==> config.mk <==
export PLATFORM = sky130hd
export DESIGN_NAME = bcd_top
export DESIGN_NICKNAME = d
export VERILOG_FILES = /design/src/verilog/bcd_pkg.sv /design/src/verilog/bcd_strap_cap.sv /design/src/verilog/bcd_top.sv
export VERILOG_INCLUDE_DIRS = /design/src /design/src/verilog
export SDC_FILE = /design/constraint.sdc
export NUM_CORES = 1
export LEC_CHECK = 0
export ABC_AREA = 0
export BUFFER_PORTS_ARGS = -buffer_cell sky130_fd_sc_hd__buf_4
export CAP_MARGIN = 0
export CELL_PAD_IN_SITES_DETAIL_PLACEMENT = 1
export CELL_PAD_IN_SITES_GLOBAL_PLACEMENT = 1
export CORE_MARGIN = 5
export CORE_UTILIZATION = 40
export CTS_BUF_LIST = sky130_fd_sc_hd__clkbuf_4
export DETAILED_ROUTE_END_ITERATION = 8
export PLACE_DENSITY_LB_ADDON = 0.1
export SETUP_SLACK_MARGIN = 0.05
export SLEW_MARGIN = 20
export SYNTH_ARGS = -nofsm -noshare
export SYNTH_HDL_FRONTEND = slang
export SYNTH_SLANG_ARGS = --single-unit
==> constraint.sdc <==
create_clock -name I_REF_CLK -period 9.7 [get_ports I_REF_CLK]
set_clock_uncertainty 0.2 [all_clocks]
set_input_delay 0.485 -clock I_REF_CLK [delete_from_list [all_inputs] [get_ports I_REF_CLK]]
set_output_delay 0.485 -clock I_REF_CLK [all_outputs]
set_load 0.02 [all_outputs]
==> src/verilog/bcd_consts.svh <==
// Register offsets, field positions, reset values and timing for the bridge.
`ifndef BCD_CONSTS_SVH
`define BCD_CONSTS_SVH

`define BCD_OFS_CONFVR      8'hb0
`define BCD_OFS_CAPTURED    8'hb4
`define BCD_OFS_SYSTEM_MGMT_RAM       8'hb8
`define BCD_OFS_BIOS        8'hbc

`define BCD_CAP_W           16
`define BCD_STRAP_MSB       12
`define BCD_STRAP_LSB       5
`define BCD_CLUSTER_MSB     12
`define BCD_CLUSTER_LSB     11
`define BCD_BUS_INIT_N_BIT       10
`define BCD_BUS_ERROR_N_BIT        9
`define BCD_ADDRESS_PARITY_ERROR_N_BIT        8
`define BCD_IOQ_BIT         7
`define BCD_RSTVEC_BIT      6
`define BCD_FRC_BIT         5
`define BCD_CONFVR_RST      8'h00

`define BCD_SIZE_MSB        31
`define BCD_SIZE_LSB        28
`define BCD_BASE_MSB        15
`define BCD_BASE_LSB        0
`define BCD_SIZE_RST        4'h0
`define BCD_BASE_RST        16'h0005
`define BCD_BASE_SHIFT      17
`define BCD_UNIT_SHIFT      16

`define BCD_BIOS_LOW_BIT    4
`define BCD_BIOS_HIGH_BIT   0
`define BCD_BIOS_LOW_RST    1'b0
`define BCD_BIOS_HIGH_RST   1'b1

`define BCD_LOW_LO          36'h0_0000_0000
`define BCD_LOW_HI          36'h0_0007_ffff
`define BCD_HIGH_LO         36'h0_ffe0_0000
`define BCD_HIGH_HI         36'h0_ffff_ffff

`define BCD_CLK_NS          10
`define BCD_HRST_NS         1000
`define BCD_HRST_CNT_W      8

`endif

==> src/verilog/bcd_pkg.sv <==
// Types shared by the bridge configuration and decode logic.
package bcd_pkg;

    typedef enum logic [2:0] {
        ST_IDLE  = 3'b001,
        ST_DRIVE = 3'b010,
        ST_HOLD  = 3'b100
    } bcd_hrst_state_type;

endpackage : bcd_pkg

==> src/verilog/bcd_strap_cap.sv <==
// Strap capture of host address lines at the release of host reset.
`timescale 1ns/1ps
`include "bcd_consts.svh"

module bcd_strap_cap
    import bcd_pkg::*;
(
    input  wire logic                 i_clk,
    input  wire logic                 i_rst,
    input  wire logic                 i_host_rst_n,
    input  wire logic [`BCD_STRAP_MSB:`BCD_STRAP_LSB] i_host_a_n,
    output logic [`BCD_CAP_W-1:0]     o_captured
);

    logic                 rst_n_prev_r;
    logic                 rise;
    logic [`BCD_CAP_W-1:0] cap_nxt;

    always_ff @(posedge i_clk or posedge i_rst) begin
        if (i_rst) begin
            rst_n_prev_r <= 1'b1;
        end else begin
            rst_n_prev_r <= i_host_rst_n;
        end
    end

    assign rise = i_host_rst_n && !rst_n_prev_r;

    // The pins are low active, so a low line reads back as a one.
    always_comb begin
        cap_nxt = '0;
        cap_nxt[`BCD_CLUSTER_MSB:`BCD_CLUSTER_LSB] =
            ~i_host_a_n[`BCD_CLUSTER_MSB:`BCD_CLUSTER_LSB];
        cap_nxt[`BCD_BUS_INIT_N_BIT]  = ~i_host_a_n[`BCD_BUS_INIT_N_BIT];
        cap_nxt[`BCD_BUS_ERROR_N_BIT]   = ~i_host_a_n[`BCD_BUS_ERROR_N_BIT];
        cap_nxt[`BCD_ADDRESS_PARITY_ERROR_N_BIT]   = ~i_host_a_n[`BCD_ADDRESS_PARITY_ERROR_N_BIT];
        cap_nxt[`BCD_IOQ_BIT]    = ~i_host_a_n[`BCD_IOQ_BIT];
        cap_nxt[`BCD_RSTVEC_BIT] = ~i_host_a_n[`BCD_RSTVEC_BIT];
        cap_nxt[`BCD_FRC_BIT]    = ~i_host_a_n[`BCD_FRC_BIT];
    end

    // No reset here: the content is only what the last capture saw.
    always_ff @(posedge i_clk) begin
        if (rise) begin
            o_captured <= cap_nxt;
        end
    end
endmodule : bcd_strap_cap

==> src/verilog/bcd_top.sv <==
// Bridge configuration registers: strap capture, SYSTEM_MGMT_RAM range, BIOS decode.
// Overview of operation
// Straps captured from host address lines when host reset rises; read only.
// Captured register has no reset value, only the last capture.
// Bits 12:11 hold interrupt controller cluster id from lines 12:11.
// Bit 10 holds bus-init input enable from line ten.
// Bit 9 holds bus-error input enable from line nine.
// Bit 8 holds address parity error input enable from line eight.
// Bit 7 selects in-order queue depth: one is eight, zero is one.
// Bit 6 selects reset vector: one is 1 MB, zero is 4 GB.
// Bit 5 holds redundancy check mode enable from line five.
// Software keeps error output enables consistent with captured enables.
// SYSTEM_MGMT_RAM bits 31:28 give size in 64 KB steps, 64 KB to 1 MB.
// SYSTEM_MGMT_RAM bits 15:0 give the start address in 64 KB units; the code uses bits 14:0 in 128 KB units.
// SYSTEM_MGMT_RAM range register resets to 0000_0005h.
// Software writes zeros to SYSTEM_MGMT_RAM bits 27:16.
// Software programs SYSTEM_MGMT_RAM range where it overlaps PCI addresses.
// Enabled BIOS range: forward host accesses to PCI, ignore PCI ones.
// Disabled BIOS range: ignore host accesses, forward PCI ones to host.
// BIOS register bit 4 enables the 0 to 512 KB range.
// BIOS register bit 0 enables the 2 MB high BIOS window.
// Programmed hard reset drives stored straps while host reset is low.
// SYSTEM_MGMT_RAM hit when start <= address < start plus encoded size.
// Reserved bits of captured and BIOS registers read as zero.
`timescale 1ns/1ps
`include "bcd_consts.svh"

module bcd_top
    import bcd_pkg::*;
(
    input  wire logic         I_REF_CLK,
    input  wire logic         I_RST,
    input  wire logic         I_CFG_RD,
    input  wire logic         I_CFG_WR,
    input  wire logic [7:0]   I_CFG_ADDR,
    input  wire logic [3:0]   I_CFG_BE,
    input  wire logic [31:0]  I_CFG_WDATA,
    output logic [31:0]       O_CFG_RDATA,
    input  wire logic         I_HARD_RST_REQ,
    input  wire logic         I_HOST_RST_N,
    input  wire logic [`BCD_STRAP_MSB:`BCD_STRAP_LSB] I_HOST_A_N,
    output logic              O_HOST_RST_N,
    output logic [`BCD_STRAP_MSB:`BCD_STRAP_LSB] O_HOST_A_N,
    output logic              O_HOST_A_OE,
    input  wire logic         I_HMEM_REQ,
    input  wire logic [35:0]  I_HMEM_ADDR,
    input  wire logic         I_PMEM_REQ,
    input  wire logic [31:0]  I_PMEM_ADDR,
    output logic              O_HOST_TO_PCI,
    output logic              O_PCI_TO_HOST,
    output logic              O_SYSTEM_MGMT_RAM_HIT
);

    localparam int HRST_CYC =
        (`BCD_HRST_NS + `BCD_CLK_NS - 1) / `BCD_CLK_NS;
    localparam int HRST_GAP = HRST_CYC - 7;
    localparam logic [`BCD_HRST_CNT_W-1:0] HRST_LAST =
        `BCD_HRST_CNT_W'(HRST_CYC - 1);

    bcd_hrst_state_type              state_r;
    logic [`BCD_HRST_CNT_W-1:0]      cnt_r;
    logic [`BCD_STRAP_MSB:`BCD_STRAP_LSB] confvr_r;
    logic [3:0]                      size_r;
    logic [15:0]                     base_r;
    logic                            bios_low_r;
    logic                            bios_high_r;
    logic [`BCD_CAP_W-1:0]           captured;
    logic [7:0]                      word_addr;
    logic [31:0]                     rd_mux;
    logic [35:0]                     pci_addr36;
    logic [35:0]                     system_mgmt_ram_lo;
    logic [35:0]                     system_mgmt_ram_end;

    function automatic logic in_range(input logic [35:0] a,
                                      input logic [35:0] lo,
                                      input logic [35:0] hi);
        return (a >= lo) && (a <= hi);
    endfunction : in_range

    assign word_addr  = {I_CFG_ADDR[7:2], 2'b00};
    assign pci_addr36 = {4'h0, I_PMEM_ADDR};

    bcd_strap_cap u_cap (
        .i_clk        (I_REF_CLK),
        .i_rst        (I_RST),
        .i_host_rst_n (I_HOST_RST_N),
        .i_host_a_n   (I_HOST_A_N),
        .o_captured   (captured)
    );

    // Strap values driven on the host bus during a hard reset.
    always_ff @(posedge I_REF_CLK or posedge I_RST) begin
        if (I_RST) begin
            confvr_r <= `BCD_CONFVR_RST;
        end else if (I_CFG_WR && word_addr == `BCD_OFS_CONFVR) begin
            if (I_CFG_BE[0]) begin
                confvr_r[`BCD_IOQ_BIT:`BCD_STRAP_LSB] <=
                    I_CFG_WDATA[`BCD_IOQ_BIT:`BCD_STRAP_LSB];
            end
            if (I_CFG_BE[1]) begin
                confvr_r[`BCD_STRAP_MSB:`BCD_ADDRESS_PARITY_ERROR_N_BIT] <=
                    I_CFG_WDATA[`BCD_STRAP_MSB:`BCD_ADDRESS_PARITY_ERROR_N_BIT];
            end
        end
    end

    // SYSTEM_MGMT_RAM range; bits 27:16 are not stored and read as zero.
    always_ff @(posedge I_REF_CLK or posedge I_RST) begin
        if (I_RST) begin
            size_r <= `BCD_SIZE_RST;
            base_r <= `BCD_BASE_RST;
        end else if (I_CFG_WR && word_addr == `BCD_OFS_SYSTEM_MGMT_RAM) begin
            if (I_CFG_BE[3]) begin
                size_r <= I_CFG_WDATA[`BCD_SIZE_MSB:`BCD_SIZE_LSB];
            end
            if (I_CFG_BE[1]) begin
                base_r[15:8] <= I_CFG_WDATA[15:8];
            end
            if (I_CFG_BE[0]) begin
                base_r[7:0] <= I_CFG_WDATA[7:0];
            end
        end
    end

    always_ff @(posedge I_REF_CLK or posedge I_RST) begin
        if (I_RST) begin
            bios_low_r  <= `BCD_BIOS_LOW_RST;
            bios_high_r <= `BCD_BIOS_HIGH_RST;
        end else if (I_CFG_WR && word_addr == `BCD_OFS_BIOS
                     && I_CFG_BE[0]) begin
            bios_low_r  <= I_CFG_WDATA[`BCD_BIOS_LOW_BIT];
            bios_high_r <= I_CFG_WDATA[`BCD_BIOS_HIGH_BIT];
        end
    end

    always_comb begin
        rd_mux = '0;
        case (word_addr)
            `BCD_OFS_CONFVR: begin
                rd_mux[`BCD_STRAP_MSB:`BCD_STRAP_LSB] = confvr_r;
            end
            `BCD_OFS_CAPTURED: begin
                rd_mux[`BCD_CAP_W-1:0] = captured;
            end
            `BCD_OFS_SYSTEM_MGMT_RAM: begin
                rd_mux[`BCD_SIZE_MSB:`BCD_SIZE_LSB] = size_r;
                rd_mux[`BCD_BASE_MSB:`BCD_BASE_LSB] = base_r;
            end
            `BCD_OFS_BIOS: begin
                rd_mux[`BCD_BIOS_LOW_BIT]  = bios_low_r;
                rd_mux[`BCD_BIOS_HIGH_BIT] = bios_high_r;
            end
            default: begin
                rd_mux = '0;
            end
        endcase
    end

    always_ff @(posedge I_REF_CLK or posedge I_RST) begin
        if (I_RST) begin
            O_CFG_RDATA <= '0;
        end else if (I_CFG_RD) begin
            O_CFG_RDATA <= rd_mux;
        end
    end

    // Host reset sequencer; power-on reset also starts a drive phase.
    always_ff @(posedge I_REF_CLK or posedge I_RST) begin
        if (I_RST) begin
            state_r <= ST_DRIVE;
            cnt_r   <= '0;
        end else begin
            case (state_r)
                ST_IDLE: begin
                    cnt_r <= '0;
                    if (I_HARD_RST_REQ) begin
                        state_r <= ST_DRIVE;
                    end
                end
                ST_DRIVE: begin
                    if (cnt_r == HRST_LAST) begin
                        state_r <= ST_HOLD;
                        cnt_r   <= '0;
                    end else begin
                        cnt_r <= cnt_r + 1'b1;
                    end
                end
                ST_HOLD: begin
                    state_r <= ST_IDLE;
                end
                default: begin
                    state_r <= ST_IDLE;
                    cnt_r   <= '0;
                end
            endcase
        end
    end

    // Straps stay on the lines for the release cycle so the capture sees them.
    assign O_HOST_RST_N = (state_r != ST_DRIVE);
    assign O_HOST_A_OE  = (state_r == ST_DRIVE)
                          || (state_r == ST_HOLD);
    assign O_HOST_A_N   = ~confvr_r;

    // SYSTEM_MGMT_RAM window bounds: start in 128 KB address steps, size in 64 KB.
    assign system_mgmt_ram_lo  = {4'h0, base_r[14:0], 17'h0};
    assign system_mgmt_ram_end = system_mgmt_ram_lo
                       + {15'h0, {1'b0, size_r} + 5'h1, 16'h0};

    always_ff @(posedge I_REF_CLK or posedge I_RST) begin
        if (I_RST) begin
            O_SYSTEM_MGMT_RAM_HIT <= 1'b0;
        end else begin
            O_SYSTEM_MGMT_RAM_HIT <= I_HMEM_REQ && (I_HMEM_ADDR >= system_mgmt_ram_lo)
                           && (I_HMEM_ADDR < system_mgmt_ram_end);
        end
    end

    always_ff @(posedge I_REF_CLK or posedge I_RST) begin
        if (I_RST) begin
            O_HOST_TO_PCI <= 1'b0;
        end else begin
            O_HOST_TO_PCI <= I_HMEM_REQ && (
                (bios_low_r
                 && in_range(I_HMEM_ADDR, `BCD_LOW_LO, `BCD_LOW_HI))
                || (bios_high_r
                 && in_range(I_HMEM_ADDR, `BCD_HIGH_LO, `BCD_HIGH_HI))
            );
        end
    end

    always_ff @(posedge I_REF_CLK or posedge I_RST) begin
        if (I_RST) begin
            O_PCI_TO_HOST <= 1'b0;
        end else begin
            O_PCI_TO_HOST <= I_PMEM_REQ && (
                (!bios_low_r
                 && in_range(pci_addr36, `BCD_LOW_LO, `BCD_LOW_HI))
                || (!bios_high_r
                 && in_range(pci_addr36, `BCD_HIGH_LO, `BCD_HIGH_HI))
            );
        end
    end
endmodule : bcd_top

==> results of run 1 <==
-- state kept, by name (all words and copies together) (netlist names) --
register               flops
cnt_r                      8
u_cap.rst_n_prev_r         1
size_r                     4
O_HOST_TO_PCI              1
bios_high_r                1
O_CFG_RDATA               20
u_cap.o_captured           8
bios_low_r                 1
state_r                    3
O_PCI_TO_HOST              1
base_r                    16
O_SYSTEM_MGMT_RAM_HIT      1
confvr_r                   8
-- worst reg2reg max path, stage by stage, from the launching register on --
cell and delay [ns]:
dfrtp_1 0.46, ha_1 0.32, ha_1 0.21, fa_1 0.40, a21o_1 0.17, a21oi_1 0.39, or2_2 0.24, nor3_1 0.07
xnor2_1 0.17, ha_1 0.27, and4_1 0.22, nor4b_1 0.14, a221oi_1 0.32, a21oi_1 0.13, a211oi_1 0.21
-- cells by family after synthesis --
| group | count (synthesis) |
|---|---|
| adder cells (fa/ha/maj) | 38 |
| buffers and inverters | 59 |
| other | 1 |
| AO/OA/AOI/OAI | 94 |
| AND/OR/NAND/NOR | 146 |
| multiplexers | 21 |
| XOR/XNOR | 15 |
| flip-flops | 73 |
-- Yosys cell counts, types with 3 or more instances --
master	number
edfxtp_1	8
nor3_1	14
and3_1	6
o21ai_0	28
nor2b_1	5
nand2_1	49
a211oi_1	4
dfrtp_1	60
nand4_1	11
nor4_1	10
buf_2	5
mux2_2	13
inv_1	35
clkbuf_1	5
o31ai_1	3
dfstp_2	5
buf_4	12
a21oi_1	18
nor3b_1	3
o21ai_1	4
ha_1	37
xnor2_1	14
a21o_1	8
nor4b_1	3
nor2_1	21
mux2i_1	8
nand3_1	7
o2bb2ai_1	18
-- worst max path at each step --
stage / startpoint / endpoint / slack [ns] / depth (start not counted)
after floorplan: size_r[0] / O_SYSTEM_MGMT_RAM_HIT / 6.23 / 14
after global placement: size_r[0] / O_SYSTEM_MGMT_RAM_HIT / 5.73 / 14
after detailed placement: size_r[0] / O_SYSTEM_MGMT_RAM_HIT / 5.74 / 14
after CTS: size_r[0] / O_SYSTEM_MGMT_RAM_HIT / 5.70 / 14
after global routing: size_r[0] / O_SYSTEM_MGMT_RAM_HIT / 5.46 / 14
final: size_r[0] / O_SYSTEM_MGMT_RAM_HIT / 5.70 / 14
-- through the flow --
step	setup WS (ns)	hold slack (ns)	total power (W)	std cells	utilization (%)
after floorplan	6.225	0.2550	0.0004609	458	-
after global placement	5.733	0.2700	0.0005265	702	50.14
after detailed placement	5.743	0.2786	0.0005371	702	50.14
after CTS	5.704	0.002725	0.0007719	722	52.08
after global routing	5.456	0.003937	0.0008083	722	52.08
final	5.695	0.03899	0.0007607	722	52.08
-- cell type report --
| cell class | instances | area [sq um] | area share, % |
|---|---|---|---|
| Sequential cell | 73 | 1873 | 33.33 |
| Inverter | 36 | 135.1 | 2.404 |
| Clock buffer | 9 | 67.56 | 1.202 |
| Clock inverter | 7 | 101.3 | 1.803 |
| Multi-Input combinational cell | 326 | 2275 | 40.47 |
| Timing Repair Buffer | 131 | 993.5 | 17.68 |
| Tap cell | 140 | 175.2 | 3.117 |
-- metal layers --
metal,share of wire (%),GRT usage [%],vias up
li1,-,-,1849
met1,43,25.01,1840
met2,50,34.81,98
met3,6.1,5.814,16
met4,1.6,5.399,0
met5,0,0,-
-- report_power, final --
group / switching, W / total [W] / leakage (nW) / internal [W]
Combinational: 0.000100 / 0.000188 / 1.80 / 0.0000880
Clock: 0.000122 / 0.000229 / 0.0884 / 0.000107
Sequential: 0.0000169 / 0.000344 / 0.879 / 0.000327
Total: 0.000239 / 0.000761 / 2.77 / 0.000522
-- what timing repair did --
item / CTS / global route
endpoints found under the hold margin: 4 / 0
gates resized for setup: 0 / 0
hold buffers: 4 / 0
==> results by group, run 1 <==
Synthesis
  • Synth Flop Type: dfrtp_1
  • Post-synthesis mux area share: 5.163%
  • Number of synthesized flops with an enable pin: 8
  • Post-synth ARST share: 89.04%
  • Synth unique cells: 55
  • #FFs+latches synth: 73
  • Post-Synth Adder-Cell Area: 11.01%
  • Simple-gate area share of the yosys netlist: 17.17%
  • Main combinational cell family by area after synthesis: simple AND/OR/NAND/NOR gates
  • Top-area cell type share of the netlist area: 34.23%
  • XOR/XNOR Fraction of Synth Area: 2.995%
  • Synth Instances: 447
  • Cell taking the most area after synthesis: dfrtp_1
  • Sequential element share of the synthesized area: 42.70%
  • Synth Area in Compound Gates: 14.49%
  • Synth Warn #: 0
  • Post-Synthesis Cell Area: 4387 sq um
  • Synth top area cells: dfrtp_1 (34%), ha_1 (11%), edfxtp_1 (5.5%)
  • Avg Cell Area, Syn: 9.814 sq um

Timing
  • Final Cycle Share: 41.29%
  • Final min period: 4.005 ns
  • Worst-Margin Slew: 1.007 ns
  • Fmax: 249.7 MHz
  • Setup TNS: 0 ns
  • Relative slew margins: 32.70%
  • # setup viols final: 0
  • RSZ-0062 raised after global routing: false
  • Hold Violations, Final: 0
  • Slew Viols, Final: 0

Final layout
  • Share of cells above drive strength 1: 28.69%
  • Layout area overhead: 28.12%
  • Fillers: 1237
  • Nets: 743
  • Most common library cell in the layout ignoring fill and taps: buf_4
  • Fin area: 5620 sq um
  • # diodes: 0
  • Commonest non-fill, non-tap cells in the layout: buf_4 (127), dfrtp_1 (60), nand2_1 (49)

Placed design
  • Port Buffers: 126
  • Final GP Congestion: 0.8525
  • Placed Area: 5411 sq um
  • HPWL reported at the end of detailed placement: 10330 microns

Setup path
  • Crit Path Category: flip-flop to flip-flop
  • Crit path arrival time: 4.17 ns
  • Slowest stage cell, crit path: dfrtp_1
  • Worst Path Required: 9.86 ns
  • R2r setup slk: 5.70 ns
  • Setup crit start kind: flip-flop
  • Worst path cell trace: ha_1 > ha_1 > fa_1 > a21o_1 > a21oi_1 > or2_2 > nor3_1 > xnor2_1 > ha_1 > and4_1 > nor4b_1 > a221oi_1 > a21oi_1 > a211oi_1
  • CP delay by family, top: compound AO/OA/AOI/OAI gates
  • Worst-path fanout max: 5
  • Slowest stage delay, CP: 0.46 ns
  • RR Startpoint: size_r[0]
  • Most Frequent Cell on Critical Path: ha_1
  • R2r worst-path depth: 14
  • R2r endpoint: O_SYSTEM_MGMT_RAM_HIT
  • WP buf/inv: 0
  • Critical Path End Type: flip-flop

Routing
  • Initial DRC Count: 110
  • Final WL: 12840 microns
  • Pre-antenna DRT Iters: 4
  • Final ANT Viol Nets: 0
  • WL per Instance: 17.79 microns
  • Routed vias: 3803
  • # DRC: 0
  • Post-DR vias/cell: 5.267

Status
  • Status: completed

Clock tree
  • CTS Buf Count: 9
  • CTS tree: built
  • Clock slew at reported path FFs: 0.14 ns
  • CTS HTree Levels: 3
  • Setup repair bufs after CTS: 0
  • Sink Count: 73
  • Maximum root-to-sink buffer count: 2
  • Clk root buf: clkbuf_4
  • Latest clock arrival within the worst-skew pair: 0.46 ns

Global route
  • Total GRT Usage: 20.26%
  • First-pass GRT wire length: 21070 microns
  • GRT Residual Overflow: 0
  • Initial antenna violation count: 0
  • Largest net degree at the start of global routing: 66
  • Vias in the first global route: 4308

Power and ir drop
  • P per Cell Area: 135.3 nW/um^2
  • VDD IR max: 0.1217 mV
  • Leak: 2.766 nW

Floorplan
  • I/O pin count: 173
  • Die area: 13160 sq um
  • Die height: 114.7 microns
  • Chip width: 114.7 microns
  • Core Footprint: 10790 sq um
  • Starting density of the core: 40.64%
  • Cell Rows: 38

Hold path
  • Type of the most critical hold path: input port to flip-flop
  • WHS Path Cells: 3
  • Endpoint, Worst Hold: base_r[12]
  • Worst hold start: I_CFG_WDATA[12]

Job
  • Max Cap Viol: 0
No activity file was read; power rests on OpenSTA's default activity.
==> inputs of run 2 (changes only) <==
--- a/config.mk
+++ b/config.mk
@@ -12,7 +12,7 @@
 export CELL_PAD_IN_SITES_DETAIL_PLACEMENT = 1
 export CELL_PAD_IN_SITES_GLOBAL_PLACEMENT = 1
 export CORE_MARGIN = 5
-export CORE_UTILIZATION = 40
+export CORE_UTILIZATION = 34
 export CTS_BUF_LIST = sky130_fd_sc_hd__clkbuf_4
 export DETAILED_ROUTE_END_ITERATION = 8
 export PLACE_DENSITY_LB_ADDON = 0.1
==> constraint.sdc (replaced) <==
create_clock -name I_REF_CLK -period 3.25 [get_ports I_REF_CLK]
set_clock_uncertainty 0.2 [all_clocks]
set_input_delay 0.1625 -clock I_REF_CLK [delete_from_list [all_inputs] [get_ports I_REF_CLK]]
set_output_delay 0.1625 -clock I_REF_CLK [all_outputs]
set_load 0.02 [all_outputs]
==> run 2 against run 1 <==
- the flow now finishes with violations (setup timing)
- flip-flop and latch count stayed put
- critical path depth is 1 higher
- maximum frequency is 16% higher
- setup slack worse by 5.9 ns
- global-route usage is 1.8 points lower
- design area is 13% higher
- clock-buffer cell count is 1 higher
- final cell count is 14% higher
- clock power grew to 3.0 times the previous value
- sequential share of layout area is 3.9 points lower
- first-iteration DRC count is 6.4% lower
- critical endpoint unchanged
- largest cell class unchanged
- largest power group unchanged
==> results by group, run 2 (synthesized netlist as in run 1, its figures left out) <==
Routing
  • Post-DR vias/cell: 4.897 (-7.0%)
  • M1 WL: 6188 microns (+13%)
  • Max Used Layer: met4
  • Met2 wire length: 6734 microns (+5.4%)
  • Routed vias: 4030 (+6.0%)
  • WL per Instance: 16.83 microns (-5.4%)
  • Final ANT Viol Nets: 0 (unchanged)
  • Initial DRC Count: 103 (-6.4%)
  • Pre-antenna DRT Iters: 4 (unchanged)
  • Final WL: 13850 microns (+7.9%)
  • # DRC: 0 (unchanged)
  • Met3 Routed Length: 703 microns (-11%)

Floorplan
  • Core Footprint: 12620 sq um (+17%)
  • Die area: 15270 sq um (+16%)
  • I/O pin count: 173 (unchanged)
  • Die height: 123.6 microns (+7.7%)
  • Cell Rows: 41 (+7.9%)
  • Chip width: 123.6 microns (+7.7%)
  • Starting density of the core: 34.76% (-5.9 points)

Power and ir drop
  • Sw Ratio: 31.27% (-0.14 points)
  • VDD IR max: 0.1736 mV (+43%)
  • Leak: 3.067 nW (+11%)
  • Logic pwr share: 28.3% (+3.6 points)
  • P_int: 0.001640 W (+210%)
  • Seq pwr share: 43.0% (-2.2 points)
  • Clock network fraction of design power: 28.7% (-1.4 points)
  • P per Cell Area: 375.4 nW/um^2 (+180%)
  • Switching pwr: 0.0007460 W (+210%)

Timing
  • Setup TNS: -0.2111 ns (-0.2111 ns)
  • Worst-Margin Slew: 0.7102 ns (-0.2972 ns)
  • Hold Violations, Final: 0 (unchanged)
  • Slew Viols, Final: 0 (unchanged)
  • # setup viols final: 1 (+1)
  • Relative slew margins: 52.56% (+20 points)
  • Final Cycle Share: 106.5% (+65 points)
  • Fmax: 288.9 MHz (+16%)
  • Final min period: 3.461 ns (-0.5439 ns)
  • RSZ-0062 raised after global routing: true
  • Setup ws final: -0.2111 ns (-5.906 ns)

Global route
  • First-pass GRT wire length: 22040 microns (+4.6%)
  • GRT Residual Overflow: 0 (unchanged)
  • Vias in the first global route: 4508 (+4.6%)
  • Total GRT Usage: 18.49% (-1.8 points)
  • Largest net degree at the start of global routing: 32 (-52%)
  • Initial antenna violation count: 1 (+1)

Placed design
  • Port Buffers: 126 (unchanged)
  • Placed Area: 5609 sq um (+3.7%)
  • Final GP Congestion: 0.8902 (+4.4%)
  • Post-Place Worst Slack: -0.1969 ns (-5.940 ns)
  • HPWL reported at the end of detailed placement: 10960 microns (+6.0%)

Setup path
  • Slowest stage delay, CP: 0.44 ns (-0.02 ns)
  • Crit Path Category: flip-flop to flip-flop
  • Worst path cell trace: ha_4 > xor2_2 > buf_4 > fa_2 > a21o_1 > a21oi_2 > or2_4 > buf_4 > xnor2_1 > ha_1 > a21o_1 > a21o_1 > a221oi_2 > a21oi_1 > a211oi_1
  • Worst Path Required: 3.42 ns (-6.44 ns)
  • Worst-path fanout max: 2 (-3)
  • CP Depth: 15 (+1)
  • WP buf/inv: 2 (+2)
  • R2r worst-path depth: 15 (+1)
  • CP delay by family, top: compound AO/OA/AOI/OAI gates
  • Slowest stage cell, crit path: dfrtp_1
  • Setup crit start kind: flip-flop
  • Most Frequent Cell on Critical Path: a21o_1
  • Crit path arrival time: 3.63 ns (-0.54 ns)
  • Critical Path End Type: flip-flop

Final layout
  • Max reg flops: 20 (unchanged)
  • Nets: 811 (+9.2%)
  • Layout area overhead: 44.89%
  • Commonest non-fill, non-tap cells in the layout: buf_4 (148), dfrtp_1 (60), dlygate4sd3_1 (51)
  • Fin area: 6356 sq um (+13%)
  • Share of cells above drive strength 1: 30.31% (+1.6 points)
  • Leading registers by flop count: O_CFG_RDATA: 20 flops, base_r: 16 flops
  • Most flops, register: O_CFG_RDATA
  • Most common library cell in the layout ignoring fill and taps: buf_4

Status
  • Failing checks: setup timing
  • Status: finished, violations left

Clock tree
  • CTS tree: built
  • Sink Count: 73 (unchanged)
  • Latest clock arrival within the worst-skew pair: 0.46 ns (about the same)
  • Clock slew at reported path FFs: 0.12 ns (-0.02 ns)
  • CTS HTree Levels: 3 (unchanged)
  • CTS Buf Count: 9 (unchanged)
  • Clk root buf: clkbuf_4
  • Maximum root-to-sink buffer count: 2 (unchanged)

Hold path
  • WHS Path Cells: 5 (+2)
  • Type of the most critical hold path: input port to flip-flop

Job
  • Max Cap Viol: 0 (unchanged)
run 2: cell type report:
cell class	count	area, sq um
fillers	1467	6264
multi-input cells	326	2344
flip-flops and latches	73	1873
repair buffers	199	1622
well taps	172	215.2
inverters	36	135.1
clock inverters	6	90.09
clock buffers	10	75.07
diodes	1	2.502
run 2: worst reg2reg max path: cells and delay by family (launching register included):
family | cells | cell delay, ns
simple gates | 1 | 0.15
compound gates | 7 | 1.29
buf+inv | 2 | 0.25
xor+xnor | 2 | 0.27
fa+ha+maj | 3 | 0.80
flops | 1 | 0.44
run 2: metal layers:
layer,track usage [%],vias up
li1,-,1982
met1,23.10,1930
met2,31.70,100
met3,3.951,18
met4,6.159,0
met5,0,-
run 2: power by group through the flow:
| stage | clock network, W | logic [W] | registers, W |
|---|---|---|---|
| after CTS | 0.000710 | 0.000660 | 0.00103 |
| final | 0.000686 | 0.000675 | 0.00103 |
| after detailed placement | 0 | 0.000605 | 0.00104 |
| after floorplan | 0 | 0.000352 | 0.00103 |
| after global routing | 0.000747 | 0.000753 | 0.00103 |
| after global placement | 0 | 0.000583 | 0.00104 |
run 2: worst paths after layout:
| check | from | end | slack, ns |
|---|---|---|---|
| max reg2reg | size_r[0] | O_SYSTEM_MGMT_RAM_HIT | -0.21 |
| min in group asynchronous | I_RST | O_CFG_RDATA[6] | 0.17 |
| max in group asynchronous | I_RST | base_r[0] | 1.85 |
| max | size_r[0] | O_SYSTEM_MGMT_RAM_HIT | -0.21 |
| min reg2reg | O_CFG_RDATA[29] | O_CFG_RDATA[29] | 0.30 |
| min | I_CFG_BE[0] | base_r[2] | 0.03 |
run 2: through the flow:
stage | hold WS [ns] | total power [W] | std cells | util [%]
finish | 0.02931 | 0.002386 | 823 | 50.37
detailed placement | 0.08446 | 0.001648 | 753 | 44.45
global placement | 0.07809 | 0.001625 | 753 | 44.45
global route | 0.02630 | 0.002534 | 823 | 50.37
floorplan | -0.03302 | 0.001381 | 458 | -
CTS | 0.004372 | 0.002396 | 820 | 49.92
run 2: timing repair:
action / CTS / global route
pin swaps: 0 / 13
resized for setup: 3 / 5
gates cloned: 0 / 0
hold buffers: 51 / 0
buffers inserted: 0 / 2
endpoints found under the hold margin: 92 / 0
endpoints found under the setup margin: 1 / 1
==> inputs of run 3 (changes only) <==
--- a/config.mk
+++ b/config.mk
@@ -15,7 +15,7 @@
 export CORE_UTILIZATION = 34
 export CTS_BUF_LIST = sky130_fd_sc_hd__clkbuf_4
 export DETAILED_ROUTE_END_ITERATION = 8
-export PLACE_DENSITY_LB_ADDON = 0.1
+export PLACE_DENSITY = 0.9
 export SETUP_SLACK_MARGIN = 0.05
 export SLEW_MARGIN = 20
 export SYNTH_ARGS = -nofsm -noshare
==> run 3 against run 2 <==
- the run still ends with setup timing left
- sequential share of layout area is 0.52 points higher
- worst hold slack better by 0.0063 ns
- largest cell class unchanged
- flip-flop and latch count stayed put
- utilization is 0.84 points lower
- final cell count is 1.5% lower
- design area is 1.7% lower
- wire length is 10% higher
- critical path depth is 1 lower
==> results by group, run 3 (synthesized netlist as in run 1, its figures left out) <==
Timing
  • Final Cycle Share: 105.7% (-0.76 points)
  • Hold Violations, Final: 0 (unchanged)
  • Relative slew margins: 31.78% (-21 points)
  • Fmax: 291.0 MHz (+0.72%)
  • Hold_ws: 0.03561 ns (+0.006294 ns)
  • Worst-Margin Slew: 1.021 ns (+0.3110 ns)
  • Slew Viols, Final: 0 (unchanged)
  • # setup viols final: 1 (unchanged)
  • Setup ws final: -0.1862 ns (+0.02485 ns)
  • Final min period: 3.436 ns (-0.02485 ns)
  • RSZ-0062 raised after global routing: true

Routing
  • WL per Instance: 18.81 microns (+12%)
  • Post-DR vias/cell: 5.138 (+4.9%)
  • # DRC: 0 (unchanged)
  • Pre-antenna DRT Iters: 4 (unchanged)
  • Initial DRC Count: 142 (+38%)
  • Final WL: 15250 microns (+10%)
  • Final ANT Viol Nets: 0 (unchanged)
  • Routed vias: 4167 (+3.4%)

Clock tree
  • Maximum root-to-sink buffer count: 2 (unchanged)
  • Clock slew at reported path FFs: 0.12 ns (about the same)
  • Clk root buf: clkbuf_4
  • CTS tree: built
  • CTS HTree Levels: 3 (unchanged)
  • Sink Count: 73 (unchanged)
  • CTS Buf Count: 9 (unchanged)
  • Latest clock arrival within the worst-skew pair: 0.44 ns (-0.02 ns)

Setup path
  • Worst-path fanout max: 3 (+1)
  • Crit path arrival time: 3.59 ns (-0.04 ns)
  • Setup crit start kind: flip-flop
  • Crit Path Category: flip-flop to flip-flop
  • Critical Path End Type: flip-flop
  • Worst Path Required: 3.40 ns (-0.02 ns)
  • Worst path cell trace: ha_4 > ha_4 > fa_2 > a21o_1 > a21oi_2 > or2_4 > nor3_2 > xnor2_1 > ha_1 > and4_1 > nor4b_4 > a221oi_2 > a21oi_1 > a211oi_1
  • Slowest stage cell, crit path: dfrtp_1
  • Slowest stage delay, CP: 0.46 ns (+0.02 ns)
  • Most Frequent Cell on Critical Path: ha_4

Global route
  • First-pass GRT wire length: 23540 microns (+6.8%)
  • Largest net degree at the start of global routing: 27 (-16%)
  • Vias in the first global route: 4585 (+1.7%)
  • Initial antenna violation count: 0 (-1)
  • GRT Residual Overflow: 0 (unchanged)
  • Total GRT Usage: 19.88% (+1.4 points)

Floorplan
  • Starting density of the core: 34.76% (unchanged)
  • Chip width: 123.6 microns (unchanged)
  • Die area: 15270 sq um (unchanged)
  • Core Footprint: 12620 sq um (unchanged)
  • I/O pin count: 173 (unchanged)
  • Die height: 123.6 microns (unchanged)
  • Cell Rows: 41 (unchanged)

Final layout
  • Share of cells above drive strength 1: 30.52% (+0.21 points)
  • Commonest non-fill, non-tap cells in the layout: buf_4 (143), dfrtp_1 (59), nand2_1 (49)
  • Layout area overhead: 42.47%
  • Fin area: 6250 sq um (-1.7%)
  • Layout Cells excl Fill: 811 (-1.5%)
  • Max reg flops: 20 (unchanged)
  • Leading registers by flop count: O_CFG_RDATA: 20 flops, base_r: 16 flops
  • Most flops, register: O_CFG_RDATA
  • Nets: 800 (-1.4%)
  • Most common library cell in the layout ignoring fill and taps: buf_4
  • # diodes: 0 (-1)
  • Fillers: 1449 (-1.2%)
  • Final core area utilization: 49.52% (-0.84 points)

Status
  • Status: finished, violations left
  • Failing checks: setup timing

Power and ir drop
  • P per Cell Area: 359.4 nW/um^2 (-4.2%)
  • VDD IR max: 0.2407 mV (+39%)
  • Leak: 2.995 nW (-2.3%)
  • Total Power: 0.002246 W (-5.8%)

Placed design
  • Final GP Congestion: 0.8857 (-0.51%)
  • Port Buffers: 126 (unchanged)
  • Cells after DPL: 746 (-0.93%)
  • HPWL reported at the end of detailed placement: 11600 microns (+5.9%)
  • Placed Area: 5557 sq um (-0.94%)

Hold path
  • Type of the most critical hold path: input port to flip-flop

Job
  • Max Cap Viol: 0 (unchanged)
==> run 3: changes by cell type in the layout (fill, tap and decap cells not counted), moves of 2 or more <==
cell / delta
ha_4: +2
bufinv_16: -2
dlygate4sd3_1: -7
buf_4: -5
==> run 3: layout make-up <==
cell class / instances / area (sq um) / share of cell area [%]
inverter: 36 / 135.1 / 2.162
multi-input combinational: 326 / 2384 / 38.14
sequential: 73 / 1874 / 29.99
timing repair buffer: 188 / 1525 / 24.40
clock inverter: 6 / 41.29 / 0.6607
tap: 172 / 215.2 / 3.443
clock buffer: 10 / 75.07 / 1.201
==> run 3: through the flow <==
stage	TNS, ns	setup slack [ns]
2_1_floorplan	0	0.008860
3_3_place_gp	-0.06122	-0.06122
3_5_place_dp	-0.2008	-0.2008
4_1_cts	-0.1281	-0.1281
5_1_grt	-0.2849	-0.2849
6_report	-0.1862	-0.1862
==> run 3: worst max-delay path, delay by kind of cell (launching register included) <==
| family | cells | cell delay (ns) |
|---|---|---|
| AOI/OAI and AO/OA | 5 | 0.92 |
| xor gates and xnor gates | 1 | 0.13 |
| adders and majority gates | 4 | 1.13 |
| DFF | 1 | 0.46 |
| and+or+nand+nor | 4 | 0.52 |
==> run 3: final timing paths <==
kind / startpoint / endpoint / slack (ns) / depth (start not counted)
min in group asynchronous: I_RST / state_r[2] / 0.11 / 3
max reg2reg: size_r[0] / O_SYSTEM_MGMT_RAM_HIT / -0.19 / 14
max: size_r[0] / O_SYSTEM_MGMT_RAM_HIT / -0.19 / 14
min reg2reg: O_CFG_RDATA[1] / O_CFG_RDATA[1] / 0.31 / 1
max in group asynchronous: I_RST / u_cap.rst_n_prev_r / 1.93 / 4
min: I_CFG_BE[1] / base_r[15] / 0.04 / 4
==> run 3: where the power goes <==
part	total [W]	internal, W	switching [W]
Sequential	0.00103	0.000976	0.0000552
Combinational	0.000690	0.000335	0.000355
Clock	0.000526	0.000167	0.000359
Total	0.00225	0.00148	0.000769
==> run 3: layer usage <==
metal	track usage (%)	vias to the layer above	routed length, microns
met5	0	-	0
met2	36.60	135	8068
met1	23.25	2055	6059
li1	-	1956	-
met4	4.775	0	196
met3	4.632	21	929
==> run 3: timing repair <==
action                                 in CTS  in global routing
buffers inserted                            1                  4
endpoints found under the hold margin      86                  0
setup endpoints to repair                   1                  1
cloned                                      0                  0
pin swaps                                   1                 14
resized for setup                           3                 11
hold buffers                               44                  0
